`src/rtl/smbsl_map.vh`:
```
`ifndef SMBSL_MAP_VH
`define SMBSL_MAP_VH
// ----------------------------------------
// Location select layout
// ----------------------------------------
`define SMBSL_LOC_W 12
`define SMBSL_BANK_LSB 10
`define SMBSL_HI_ADDR_LSB 0
`define SMBSL_HI_BANK_LSB 2
`define SMBSL_NV_BANK 2'h0
// ----------------------------------------
// Packet error code
// ----------------------------------------
`define SMBSL_CRC_POLY 8'h07
`define SMBSL_CRC_INIT 8'h00
// ----------------------------------------
// Reset values and timing
// ----------------------------------------
`define SMBSL_OWN_ADDR 7'h2C
`define SMBSL_CLK_MHZ 50
`define SMBSL_WAKE_US 1000
`define SMBSL_WAKE_CYC (`SMBSL_WAKE_US * `SMBSL_CLK_MHZ)
`endif

```
`src/rtl/smbsl_slave.v`:
```
// Function
// - Slave only: clock never driven, no START or STOP generated.
// - Data falling while clock high is seen as START.
// - Data rising while clock high is seen as STOP.
// - Data changes only while clock low; high-time changes are conditions.
// - Eight bits per byte, ninth clock carries the acknowledge.
// - Any number of bytes between START and STOP, no limit.
// - Acknowledge holds data low across the whole ninth clock high.
// - Master not-acknowledge on read ends sending; data line released.
// - Write: address with write bit, then data, each acknowledged.
// - Read: address acknowledged, device sends bytes until master declines.
// - Repeated START ends the transfer and begins a new one.
// - Address and direction checked in hardware after first byte.
// - One slave address serves every internal location.
// - CRC-8 packet error code kept over all bytes since the last START; a repeated START restarts it.
// - In transmit, device drives data while clock is an input.
// - Nonvolatile access during a pending write gets not-acknowledge.
// - Locations use ten address bits plus two bank bits.
// - Shelf mode ignores the bus until both lines high wake time.
`include "smbsl_map.vh"
module smbsl_slave #(
	parameter [6:0] OWN_ADDR = `SMBSL_OWN_ADDR,
	parameter [19:0] WAKE_CYC = `SMBSL_WAKE_CYC
) (
	input wire core_clk,
	input wire rst_b,
	input wire ce,
	input wire scl_in,
	output wire scl_out,
	output wire scl_oe,
	input wire sda_in,
	output wire sda_out,
	output reg sda_oe,
	output reg wr_stb,
	output reg [`SMBSL_LOC_W-1:0] wr_addr,
	output reg [7:0] wr_data,
	output reg rd_req,
	output reg [`SMBSL_LOC_W-1:0] rd_addr,
	input wire [7:0] rd_data,
	input wire nv_busy,
	input wire shelf_req,
	output reg shelf_active,
	output reg xfer_busy,
	output reg pec_good
);
	localparam [2:0] ST_IDLE = 3'h0;
	localparam [2:0] ST_RX = 3'h1;
	localparam [2:0] ST_ACK = 3'h2;
	localparam [2:0] ST_TX = 3'h3;
	localparam [2:0] ST_MACK = 3'h4;

	// ----------------------------------------
	// CRC-8 over one byte
	// ----------------------------------------
	function [7:0] crc8_byte;
		input [7:0] crc;
		input [7:0] data;
		integer i;
		reg [7:0] c;
		begin
			c = crc ^ data;
			for (i = 0; i < 8; i = i + 1) begin
				if (c[7])
					c = {c[6:0], 1'b0} ^ `SMBSL_CRC_POLY;
				else
					c = {c[6:0], 1'b0};
			end
			crc8_byte = c;
		end
	endfunction

	// Open drain: only ever pull low; the clock pin is never driven
	assign sda_out = 1'b0;
	assign scl_out = 1'b0;
	assign scl_oe = 1'b0;

	// ----------------------------------------
	// Synchronise and filter
	// ----------------------------------------
	reg scl_s1, scl_s2, scl_s3, scl_f, scl_p;
	reg sda_s1, sda_s2, sda_s3, sda_f, sda_p;
	// Two-sample agreement keeps latency short enough for fast bus clocks
	always @(posedge core_clk or negedge rst_b) begin
		if (!rst_b) begin
			scl_s1 <= 1'b1;
			scl_s2 <= 1'b1;
			scl_s3 <= 1'b1;
			scl_f <= 1'b1;
			scl_p <= 1'b1;
			sda_s1 <= 1'b1;
			sda_s2 <= 1'b1;
			sda_s3 <= 1'b1;
			sda_f <= 1'b1;
			sda_p <= 1'b1;
		end else if (ce) begin
			scl_s1 <= scl_in;
			scl_s2 <= scl_s1;
			scl_s3 <= scl_s2;
			sda_s1 <= sda_in;
			sda_s2 <= sda_s1;
			sda_s3 <= sda_s2;
			if (scl_s2 == scl_s3)
				scl_f <= scl_s2;
			if (sda_s2 == sda_s3)
				sda_f <= sda_s2;
			scl_p <= scl_f;
			sda_p <= sda_f;
		end
	end

	wire scl_rise = scl_f & ~scl_p;
	wire scl_fall = ~scl_f & scl_p;
	wire start_det = scl_f & scl_p & sda_p & ~sda_f;
	wire stop_det = scl_f & scl_p & ~sda_p & sda_f;

	// ----------------------------------------
	// Transfer engine
	// ----------------------------------------
	reg [2:0] state_r;
	reg [2:0] cnt_r;
	reg [7:0] shift_r;
	reg [7:0] tx_r;
	reg [1:0] idx_r;
	reg rw_r;
	reg mack_r;
	reg rd_wait_r;
	reg rx_full_r;
	reg wrote_r;
	reg [7:0] crc_r;
	reg [1:0] bank_r;
	reg [9:0] addr_r;
	reg [19:0] wake_cnt_r;

	wire [7:0] crc_nxt = crc8_byte(crc_r, shift_r);
	wire nv_blocked = nv_busy && (bank_r == `SMBSL_NV_BANK);
	wire [1:0] hi_bank = shift_r[`SMBSL_HI_BANK_LSB+1:`SMBSL_HI_BANK_LSB];

	always @(posedge core_clk or negedge rst_b) begin
		if (!rst_b) begin
			state_r <= ST_IDLE;
			cnt_r <= 3'h0;
			shift_r <= 8'h00;
			tx_r <= 8'h00;
			idx_r <= 2'h0;
			rw_r <= 1'b0;
			mack_r <= 1'b0;
			rd_wait_r <= 1'b0;
			rx_full_r <= 1'b0;
			wrote_r <= 1'b0;
			crc_r <= `SMBSL_CRC_INIT;
			bank_r <= 2'h0;
			addr_r <= 10'h000;
			wake_cnt_r <= 20'h00000;
			sda_oe <= 1'b0;
			wr_stb <= 1'b0;
			wr_addr <= {`SMBSL_LOC_W{1'b0}};
			wr_data <= 8'h00;
			rd_req <= 1'b0;
			rd_addr <= {`SMBSL_LOC_W{1'b0}};
			shelf_active <= 1'b0;
			xfer_busy <= 1'b0;
			pec_good <= 1'b0;
		end else if (ce) begin
			wr_stb <= 1'b0;
			rd_req <= 1'b0;
			rd_wait_r <= rd_req;
			if (rd_wait_r)
				tx_r <= rd_data;
			if (shelf_active) begin
				state_r <= ST_IDLE;
				sda_oe <= 1'b0;
				xfer_busy <= 1'b0;
				if (scl_f && sda_f) begin
					if (wake_cnt_r >= WAKE_CYC - 20'h00001)
						shelf_active <= 1'b0;
					else
						wake_cnt_r <= wake_cnt_r + 20'h00001;
				end else begin
					wake_cnt_r <= 20'h00000;
				end
			end else if (shelf_req && state_r == ST_IDLE) begin
				shelf_active <= 1'b1;
				wake_cnt_r <= 20'h00000;
			end else if (start_det) begin
				// Also a repeated START: the bus stays held
				state_r <= ST_RX;
				cnt_r <= 3'h0;
				rx_full_r <= 1'b0;
				idx_r <= 2'h0;
				wrote_r <= 1'b0;
				sda_oe <= 1'b0;
				crc_r <= `SMBSL_CRC_INIT;
				xfer_busy <= 1'b1;
			end else if (stop_det) begin
				state_r <= ST_IDLE;
				sda_oe <= 1'b0;
				xfer_busy <= 1'b0;
				pec_good <= wrote_r && (crc_r == 8'h00);
			end else begin
				case (state_r)
				ST_RX: begin
					if (scl_rise) begin
						shift_r <= {shift_r[6:0], sda_f};
						cnt_r <= cnt_r + 3'h1;
						rx_full_r <= (cnt_r == 3'h7);
					end
					if (scl_fall) begin
						if (!rx_full_r) begin
							// Fall that closes a START carries no bit
						end else begin
							rx_full_r <= 1'b0;
							cnt_r <= 3'h0;
							crc_r <= crc_nxt;
							if (idx_r == 2'h0) begin
								// One address for every location
								if (shift_r[7:1] == OWN_ADDR && !(shift_r[0] && nv_blocked)) begin
									rw_r <= shift_r[0];
									idx_r <= 2'h1;
									sda_oe <= 1'b1;
									state_r <= ST_ACK;
									if (shift_r[0]) begin
										rd_req <= 1'b1;
										rd_addr <= {bank_r, addr_r};
										addr_r <= addr_r + 10'h001;
									end
								end else begin
									state_r <= ST_IDLE;
								end
							end else if (idx_r == 2'h1) begin
								addr_r[7:0] <= shift_r;
								idx_r <= 2'h2;
								sda_oe <= 1'b1;
								state_r <= ST_ACK;
							end else if (idx_r == 2'h2) begin
								addr_r[9:8] <= shift_r[`SMBSL_HI_ADDR_LSB+1:`SMBSL_HI_ADDR_LSB];
								bank_r <= hi_bank;
								idx_r <= 2'h3;
								if (nv_busy && hi_bank == `SMBSL_NV_BANK) begin
									state_r <= ST_IDLE;
								end else begin
									sda_oe <= 1'b1;
									state_r <= ST_ACK;
								end
							end else if (nv_blocked) begin
								state_r <= ST_IDLE;
							end else begin
								// Unbounded stream with auto-increment
								wr_stb <= 1'b1;
								wr_addr <= {bank_r, addr_r};
								wr_data <= shift_r;
								wrote_r <= 1'b1;
								addr_r <= addr_r + 10'h001;
								sda_oe <= 1'b1;
								state_r <= ST_ACK;
							end
						end
					end
				end
				ST_ACK: begin
					// Held low until the ninth clock falls
					if (scl_fall) begin
						if (rw_r) begin
							sda_oe <= ~tx_r[7];
							crc_r <= crc8_byte(crc_r, tx_r);
							state_r <= ST_TX;
						end else begin
							sda_oe <= 1'b0;
							state_r <= ST_RX;
						end
						cnt_r <= 3'h0;
					end
				end
				ST_TX: begin
					if (scl_fall) begin
						if (cnt_r == 3'h7) begin
							sda_oe <= 1'b0;
							state_r <= ST_MACK;
						end else begin
							sda_oe <= ~tx_r[6];
							tx_r <= {tx_r[6:0], 1'b0};
							cnt_r <= cnt_r + 3'h1;
						end
					end
				end
				ST_MACK: begin
					if (scl_rise) begin
						mack_r <= ~sda_f;
						if (!sda_f) begin
							// Fetch early so the byte is ready at the fall
							rd_req <= 1'b1;
							rd_addr <= {bank_r, addr_r};
							addr_r <= addr_r + 10'h001;
						end
					end
					if (scl_fall) begin
						cnt_r <= 3'h0;
						if (mack_r) begin
							sda_oe <= ~tx_r[7];
							crc_r <= crc8_byte(crc_r, tx_r);
							state_r <= ST_TX;
						end else begin
							sda_oe <= 1'b0;
							state_r <= ST_IDLE;
						end
					end
				end
				default: begin
					sda_oe <= 1'b0;
					state_r <= ST_IDLE;
				end
				endcase
			end
		end
	end
endmodule

```
`config.mk`:
```
export PLATFORM = sky130hd
export DESIGN_NAME = smbsl_slave
export DESIGN_NICKNAME = d
export VERILOG_FILES = /design/src/rtl/smbsl_slave.v
export VERILOG_INCLUDE_DIRS = /design/src /design/src/rtl
export SDC_FILE = /design/constraint.sdc
export NUM_CORES = 1
export LEC_CHECK = 0
export ABC_CLOCK_PERIOD_IN_PS = 2400
export BUFFER_PORTS_ARGS = -buffer_cell sky130_fd_sc_hd__buf_2
export CORE_MARGIN = 3
export CORE_UTILIZATION = 40
export CTS_CLUSTER_DIAMETER = 30
export DETAILED_ROUTE_END_ITERATION = 8
export GPL_TIMING_DRIVEN = 0
export PLACE_DENSITY = 0.7
export SETUP_SLACK_MARGIN = 0.2
export SLEW_MARGIN = 30
export SYNTH_ARGS = -nofsm -noshare
export SYNTH_HDL_FRONTEND = slang
export SYNTH_SLANG_ARGS = --single-unit
```
`constraint.sdc`:
```
create_clock -name core_clk -period 2.4 [get_ports core_clk]
set_clock_uncertainty 0.2 [all_clocks]
set_input_delay 0.36 -clock core_clk [delete_from_list [all_inputs] [get_ports core_clk]]
set_output_delay 0.36 -clock core_clk [all_outputs]
set_load 0.02 [all_outputs]
```
# Word level (Yosys, flattened, before mapping)
# Index checks and enable logic that the tools add are counted.
[totals]
regBits = 117
input_bits = 15
out_inout_bits = 41
elab_cells = 454
[op_classes]
n_addsub = 3
n_lt_le_gt_ge = 1
n_eq_ne = 49
n_mux = 278
bitwise = 46
n_reduce_logical = 43
[op_table]
columns = ["op", "n"]
rows = [
  ["2-to-1 mux 8 bit", 130],
  ["2-to-1 mux 3 bit", 44],
  ["2-to-1 mux 12 bit", 7],
  ["2-to-1 mux 10 bit", 8],
  ["2-to-1 mux 20 bit", 4],
  ["inverter 3 bit", 23],
  ["2-to-1 mux 1 bit", 62],
  ["inequality test 3 bit, second input constant", 12],
  ["AND reduction 11 bit", 3],
  ["2-to-1 mux 2 bit", 16],
  ["inequality test 5 bit, second input constant", 6],
  ["AND reduction 14 bit", 2],
  ["inequality test 2 bit, second input constant", 13],
  ["one-hot mux 12 bit (2 select lines)", 1],
  ["one-hot mux 8 bit (3 select lines)", 1],
  ["adder 20 x 1 -> 20 bit, second input constant", 1],
  ["greater-or-equal comparator 20 x 16 -> 1 bit, second input constant", 1],
  ["one-hot mux 10 bit (2 select lines)", 1],
  ["AND reduction 10 bit", 2],
  ["inequality test 8 bit, second input constant", 2],
  ["AND reduction 8 bit", 2],
  ["XOR 8 bit", 2],
  ["inverter 1 bit", 14],
  ["AND reduction 7 bit", 2],
  ["33 further kinds", 61],
]

# Logic depth before layout (Yosys ltp)
# Gate-level depths: netlist of run 1.
[depth]
depth_word = 78
ltp_mapped = 10
ltp_nobuf = 8

# Worst setup path after synthesis of run 1
# OpenSTA, ideal clock, no wires.
[synth_path]
path_kind = "reg-to-reg"
startpoint = "register state_r[0]"
endpoint = "register wr_data[2]"
setup_ps = 128
arrival_time_ps = 2053
required_time_ps = 2072
setup_slack_ps = 20
stages_incl_launch_ff = 9
n_path_buf = 2
synth_period_minus_slack_ps = 2380
path_cell_list = "dfrtp_1 or3b_1 buf_2 nor2_2 o2111ai_2 nor2_1 and3_1 buf_6 mux2_1"
[synth_between]
elab_chain_len = 4
word_cells_on_any_way = 5
cone_classes = "eq/ne (1); bitwise (1); reduce/logical (3)"
[synth_lines]
columns = ["item", "line_no", "rtl"]
rows = [
  ["start: declaration", "smbsl_slave.v:119", "reg [2:0] state_r;"],
  ["start signal: assignment", "smbsl_slave.v:140", "state_r <= ST_IDLE;"],
  ["start signal: assignment", "smbsl_slave.v:170", "state_r <= ST_IDLE;"],
  ["start signal: assignment", "smbsl_slave.v:186", "state_r <= ST_RX;"],
  ["logical NOT 3 bit", "smbsl_slave.v:181", "end else if (shelf_req && state_r == ST_IDLE) begin"],
  ["logical AND 1 bit", "smbsl_slave.v:181", ""],
  ["inverter 1 bit (no line)", "n/a", ""],
  ["AND reduction 12 bit (no line) *", "n/a", ""],
  ["end signal: assignment", "smbsl_slave.v:250", "wr_data <= shift_r;"],
  ["end: declaration", "smbsl_slave.v:36", "output reg [7:0] wr_data,"],
]
# Mark *: on every way between the ends. The rest lies on a longest branch, timed or not.
# A chain may end at the register's enable or synchronous reset.

# Final worst setup path of run 1
[layout_path]
startpoint = "register state_r[0]"
endpoint = "register wr_addr[9]"
[layout_between]
elab_chain_len = 4
word_cells_on_any_way = 5
cone_classes = "eq/ne (1); bitwise (1); reduce/logical (3)"
[layout_lines]
columns = ["item", "line_no", "rtl"]
rows = [
  ["logical NOT 3 bit", "smbsl_slave.v:181", ""],
  ["logical AND 1 bit", "smbsl_slave.v:181", ""],
  ["inverter 1 bit (no line)", "n/a", ""],
  ["AND reduction 12 bit (no line) *", "n/a", ""],
  ["end signal: assignment", "smbsl_slave.v:156", "wr_addr <= {`SMBSL_LOC_W{1'b0}};"],
  ["end signal: assignment", "smbsl_slave.v:249", "wr_addr <= {bank_r, addr_r};"],
  ["end: declaration", "smbsl_slave.v:35", "output reg [`SMBSL_LOC_W-1:0] wr_addr,"],
]
# Marks and branches as above.

==> impl_metrics.yaml, run 1 <==
hold_path:
  hp-class: "input pin to register"
floorplan:
  floorplan.initialDensity: 0.417
  die_w_um: 133
  core_um2: 15500
  dieHeight_um: 133
  die-area_um2: 17700
  ios: 56
  num_rows: 45
cells_and_area:
  final_cell_mix: "dfrtp_1 (104), buf_2 (52), nand2_1 (49)"
  antennaDiodeCount: 0
  design_area_um2: 8660
  finalNonFillerCells: 997
  area_growth_pct: 34.1
  multi_input_area_um2: 3800
  layout-drive-gt1-share: 0.358
  fillers: 1271
  seq_area_um2: 2940
  fin_nets: 797
  final_common_cell: "dfrtp_1"
critical_path:
  start_kind: "register"
  arrival_ps: 2490
  end_kind: "register"
  cp.required_ps: 2500
  worstSetupPathType: "register to register"
  crit_fanout: 10
cts:
  cts_sinks: 117
  numCtsBuffers: 17
  clkTransAtPathRegs_ps: 50
  cts_tree: "built"
  h-tree-depth: 4
  root_buffer: "clkbuf_16"
  cts_max_path_buffers: 2
  clk_latency_ps: 420
yosys:
  synth.distinct_cells: 63
  yosys_warnings: 0
  syn_inst: 649
  avgSynthCellArea_um2: 9.95
  synth_edf_count: 0
  synth_seq_cells: 117
  synth_ff_type: "dfrtp_1"
  netlist_area_um2: 6460
  ys_seq_area_frac: 0.455
  async_reset_ff_frac: 1.00
power:
  leakagePower_nw: 3.91
  netSwitchingPower_mw: 1.55
  peakVddDrop_uv: 544
  clkPwrFrac: 0.447
  power_frac_comb: 0.165
  power_frac_seq: 0.387
  switching_share: 0.271
  p_int_mw: 4.19
  p_per_area_nw_per_um2: 663
run_status:
  status: "finished clean"
placement:
  hpwl_um: 10600
  placed_cells: 915
  pre_cts_ws_ps: -548
  routabilityCongestion: 0.881
  port_buffers: 52
  placed_cell_area_um2: 7050
timing:
  finalWorstSetupSlack_ps: 12.9
  slew_headroom: 0.617
  fmax_mhz: 419
  min_period_ps: 2390
  tightest_slew_ps: 574
  hold_viol_final: 0
  fin_crit_sh: 0.995
  rsz0062_at_grt: "true"
  setup_viol: 0
  maxSlewViolCount: 0
routing:
  vias: 5563
  drtPass1Iterations: 6
  drtIter0Drc: 427
  drcViolationCount: 0
  wl_per_cell_um: 17.1
  postRouteAntennaNets: 0
  via_per_inst: 5.58
  drt-total-wl_um: 17000
grt:
  grt_pass1_vias: 5276
  grt_max_degree: 62
  overflow: 0
  grt_pass1_wl_um: 26800
  grt_antenna_before_repair: 0
  track_usage: 0.185
flow_run:
  drv_cap: 0
==> worst max-delay path, cell delays in order, from the launching register on <==
cell       delay (ps)
dfrtp_2           410
buf_6             120
nor4b_4            40
buf_4             150
nor3_4            270
o2111ai_4         210
nor2_4            160
and3_4            220
buf_8             150
mux2_1            330
==> Yosys cell counts (4+ instances only) <==
library cell  number  area [um^2]
nor4_1             6         37.5
nor2_1            30          113
buf_2              6         30.0
o211ai_1           8         60.1
nand4_1            9         56.3
and2_1             8         50.1
nand2_1           55          206
nand3_1           36          180
o21ai_0           52          260
or4_1              4         30.0
nor3_1             8         40.0
a22o_1             4         35.0
inv_1             20         75.1
nor2b_1            4         25.0
mux2_1            20          225
o31ai_1            6         45.0
xor2_1             9         78.8
a31oi_1            8         50.1
a21oi_1           46          230
mux2_2            30          338
xnor2_1           27          236
dfrtp_1          107         2680
ha_1               9          113
dfstp_2           10          263
mux2i_1            9         90.1
a21o_1             6         45.0
nand3b_1           4         30.0
nand2b_1          11         68.8
o22ai_1           12         75.1
xnor3_1            6          135
nor3b_1            6         45.0
clkbuf_1          22         82.6
and3_1             5         31.3
==> sequential cells by signal, summed over array words and instances, names as in the netlist, 2 cells and up <==
| register | count |
|---|---|
| idx_r | 2 |
| bank_r | 2 |
| state_r | 3 |
| cnt_r | 3 |
| wr_data | 8 |
| addr_r | 10 |
| wr_addr | 12 |
| wake_cnt_r | 20 |
| rd_addr | 12 |
| shift_r | 8 |
| tx_r | 8 |
| crc_r | 8 |
==> metal layers <==
metal,GRT usage,vias up,part of all wire
met5,0,-,0
met4,0.0537,0,0.018
met3,0.0452,38,0.057
met2,0.290,189,0.47
met1,0.256,2716,0.46
li1,-,2620,-
==> cell families (layout without fill, tap and decap cells) <==
group	Yosys count	after routing	share of synthesized area
buffers and inverters	55	190	0.0372
other	1	3	0.000581
AND/OR/NAND/NOR	203	203	0.167
adder cells (fa/ha/maj)	9	9	0.0174
multiplexers	59	59	0.101
flip-flops	117	117	0.455
XOR/XNOR	42	42	0.0697
AO/OA/AOI/OAI	163	163	0.151
==> repair_timing <==
action | in CTS | in global routing
endpoints found under the setup margin | 97 | 98
setup buffers | 24 | 21
gates cloned | 0 | 2
hold buffers | 3 | 0
gates resized for setup | 64 | 118
hold endpoints to repair | 53 | 0
pin swaps | 12 | 28
==> metrics by stage <==
| step | utilization | hold slack, ps | power (mW) | setup TNS, ps |
|---|---|---|---|---|
| after global placement | 0.453 | 262 | 2.98 | -96360 |
| after global routing | 0.559 | 48.9 | 5.95 | -623 |
| final | 0.559 | 14.6 | 5.74 | 0 |
| after floorplan | - | -136 | 2.76 | 0 |
| after detailed placement | 0.455 | 124 | 2.99 | -22840 |
| after CTS | 0.523 | 18.8 | 5.68 | 0 |
==> power groups by stage <==
stage / logic [mW] / clock network (mW) / registers (mW)
5_1_grt: 1.02 / 2.69 / 2.24
4_1_cts: 0.854 / 2.60 / 2.22
6_report: 0.948 / 2.57 / 2.22
3_3_place_gp: 0.737 / 0 / 2.24
2_1_floorplan: 0.550 / 0 / 2.21
3_5_place_dp: 0.749 / 0 / 2.24
==> cell type report <==
class	count	share of cell area
multi-input combinational	479	0.439
sequential	117	0.340
timing repair buffer	103	0.0844
clock buffer	22	0.0536
tap	211	0.0305
buffer	34	0.0286
clock inverter	10	0.0149
inverter	21	0.00939
==> worst paths after layout <==
kind	start	to	slack [ps]	depth (start not counted)
max in group asynchronous	rst_b	sda_p$_DFFE_PN1P_	1050	3
worst min-delay path	rd_data[0]	tx_r[0]$_DFFE_PN0P_	10	3
worst min register to register	wr_data[6]$_DFFE_PN0P_	wr_data[6]$_DFFE_PN0P_	280	1
worst max register to register	state_r[0]$_DFFE_PN0P_	wr_addr[9]$_DFFE_PN0P_	10	9
worst max-delay path	state_r[0]$_DFFE_PN0P_	wr_addr[9]$_DFFE_PN0P_	10	9
min in group asynchronous	rst_b	wr_addr[0]$_DFFE_PN0P_	260	2
No activity file was read; power rests on OpenSTA's default activity.
==> run 2, diff against run 1 <==
Settings changed: MAX_ROUTING_LAYER set to met4.
==> run 2 against run 1 <==
Compared with the run above:
- cell count rose by 0.20%
- largest power group unchanged
- clock-buffer cell count did not move
- critical path type unchanged
- power fell by 0.14%
==> impl_metrics.yaml, run 2 (synthesis gave the netlist of run 1 again) <==
run_status:
  status: "finished clean"
placement:
  routabilityCongestion: 0.896
  hpwl_um: 10600
  placed_cells: 915
  port_buffers: 52
cells_and_area:
  top_register: "wake_cnt_r"
  seq_area_um2: 2940
  final_cell_mix: "dfrtp_1 (104), buf_2 (54), buf_4 (49)"
  antennaDiodeCount: 0
  largest_reg_flops: 20
  final_common_cell: "dfrtp_1"
  largestRegisters: "wake_cnt_r x20, rd_addr x12, wr_addr x12"
  area_growth_pct: 32.6
  multi_input_area_um2: 3710
  finalNonFillerCells: 999
  layout-drive-gt1-share: 0.340
  fillers: 1302
  fin_nets: 799
cts:
  cts_tree: "built"
  numCtsBuffers: 17
  cts_sinks: 117
  h-tree-depth: 4
  clkTransAtPathRegs_ps: 50
  cts_max_path_buffers: 2
  root_buffer: "clkbuf_16"
  clk_latency_ps: 420
critical_path:
  cp_slowest_cell: "dfrtp_2"
  crit_chain: "buf_6 > nor4b_4 > buf_4 > nor3_4 > o2111ai_4 > nor2_4 > and3_4 > buf_8 > mux2_1"
  startpoint: "state_r[0]$_DFFE_PN0P_"
  arrival_ps: 2480
  start_kind: "register"
  cp.required_ps: 2500
  worstSetupPathType: "register to register"
  reg2reg_depth: 9
  end_kind: "register"
  critPathMaxStageDelay_ps: 410
  r2r_start: "state_r[0]$_DFFE_PN0P_"
  crit_fanout: 10
routing:
  drt-total-wl_um: 16900
  drtIter0Drc: 419
  wl_per_cell_um: 16.9
  vias: 5599
  drtPass1Iterations: 6
  postRouteAntennaNets: 0
  via_per_inst: 5.60
  drcViolationCount: 0
grt:
  overflow: 0
  grt_max_degree: 62
  track_usage: 0.191
  grt_antenna_before_repair: 0
  grt_pass1_vias: 5268
  grt_pass1_wl_um: 26800
timing:
  setup_viol: 0
  maxSlewViolCount: 0
  tns_ps: 0
  hold_viol_final: 0
  fin_crit_sh: 0.994
  min_period_ps: 2390
  fmax_mhz: 419
  rsz0062_at_grt: "true"
  tightest_slew_ps: 573
  slew_headroom: 0.618
power:
  p_per_area_nw_per_um2: 669
  peakVddDrop_uv: 547
  leakagePower_nw: 3.89
  finalPower_mw: 5.73
floorplan:
  ios: 56
  floorplan.initialDensity: 0.417
  die-area_um2: 17700
  core_um2: 15500
  num_rows: 45
  die_w_um: 133
  dieHeight_um: 133
hold_path:
  hold_depth: 3
  hp-class: "input pin to register"
  min_from: "rd_data[0]"
flow_run:
  drv_cap: 0
[run 2: cell type report]
type | count | share of cell area
Buffer | 34 | 0.0292
Clock buffer | 22 | 0.0542
Clock inverter | 10 | 0.0150
Inverter | 21 | 0.00920
Multi-Input combinational cell | 479 | 0.434
Sequential cell | 117 | 0.344
Tap cell | 211 | 0.0308
Timing Repair Buffer | 105 | 0.0843
[run 2: per-stage QoR]
step                      hold slack, ps   util  area (um^2)  worst slack (ps)
after CTS                           18.8  0.523         8100              37.7
after global routing                52.2  0.553         8570             -68.3
after global placement               262  0.453         7010              -697
final                               17.3  0.553         8570              14.8
after detailed placement             124  0.455         7050              -548
after floorplan                     -136      -         6490              69.7
[run 2: worst paths after layout]
path,slack (ps),to
setup / recovery,10,wr_addr[9]$_DFFE_PN0P_
hold / removal,20,tx_r[0]$_DFFE_PN0P_
setup reg to reg,10,wr_addr[9]$_DFFE_PN0P_
hold reg to reg,280,wr_data[6]$_DFFE_PN0P_
max in group asynchronous,1040,sda_p$_DFFE_PN1P_
min in group asynchronous,260,wr_addr[0]$_DFFE_PN0P_
[run 2: what timing repair did]
action,CTS,global route
hold buffers,3,0
cloned,0,3
setup endpoints to repair,97,98
buffers inserted,24,22
resized for setup,64,94
hold endpoints to repair,53,0
pin swaps,12,21
[run 2: report_power, final]
part           internal (mW)  leakage (nW)  switching, mW
Sequential              2.10          1.56          0.120
Combinational          0.411          2.04          0.529
Clock                   1.67         0.287          0.895
Total                   4.19          3.89           1.54
[run 2: worst max-delay path, delay by kind of cell (launching register included)]
family	cells	cell delay [ps]
multiplexers	1	330
AND/OR/NAND/NOR	4	690
AO/OA/AOI/OAI	1	210
flip-flops	1	410
buffers and inverters	3	420
[run 2: metal layers]
metal | part of all wire | vias up | track usage | routed length (um)
li1 | - | 2622 | - | -
met3 | 0.060 | 30 | 0.0449 | 1020
met2 | 0.46 | 216 | 0.290 | 7800
met1 | 0.46 | 2731 | 0.256 | 7780
met4 | 0.016 | 0 | 0.0537 | 267
met5 | 0 | - | - | 0
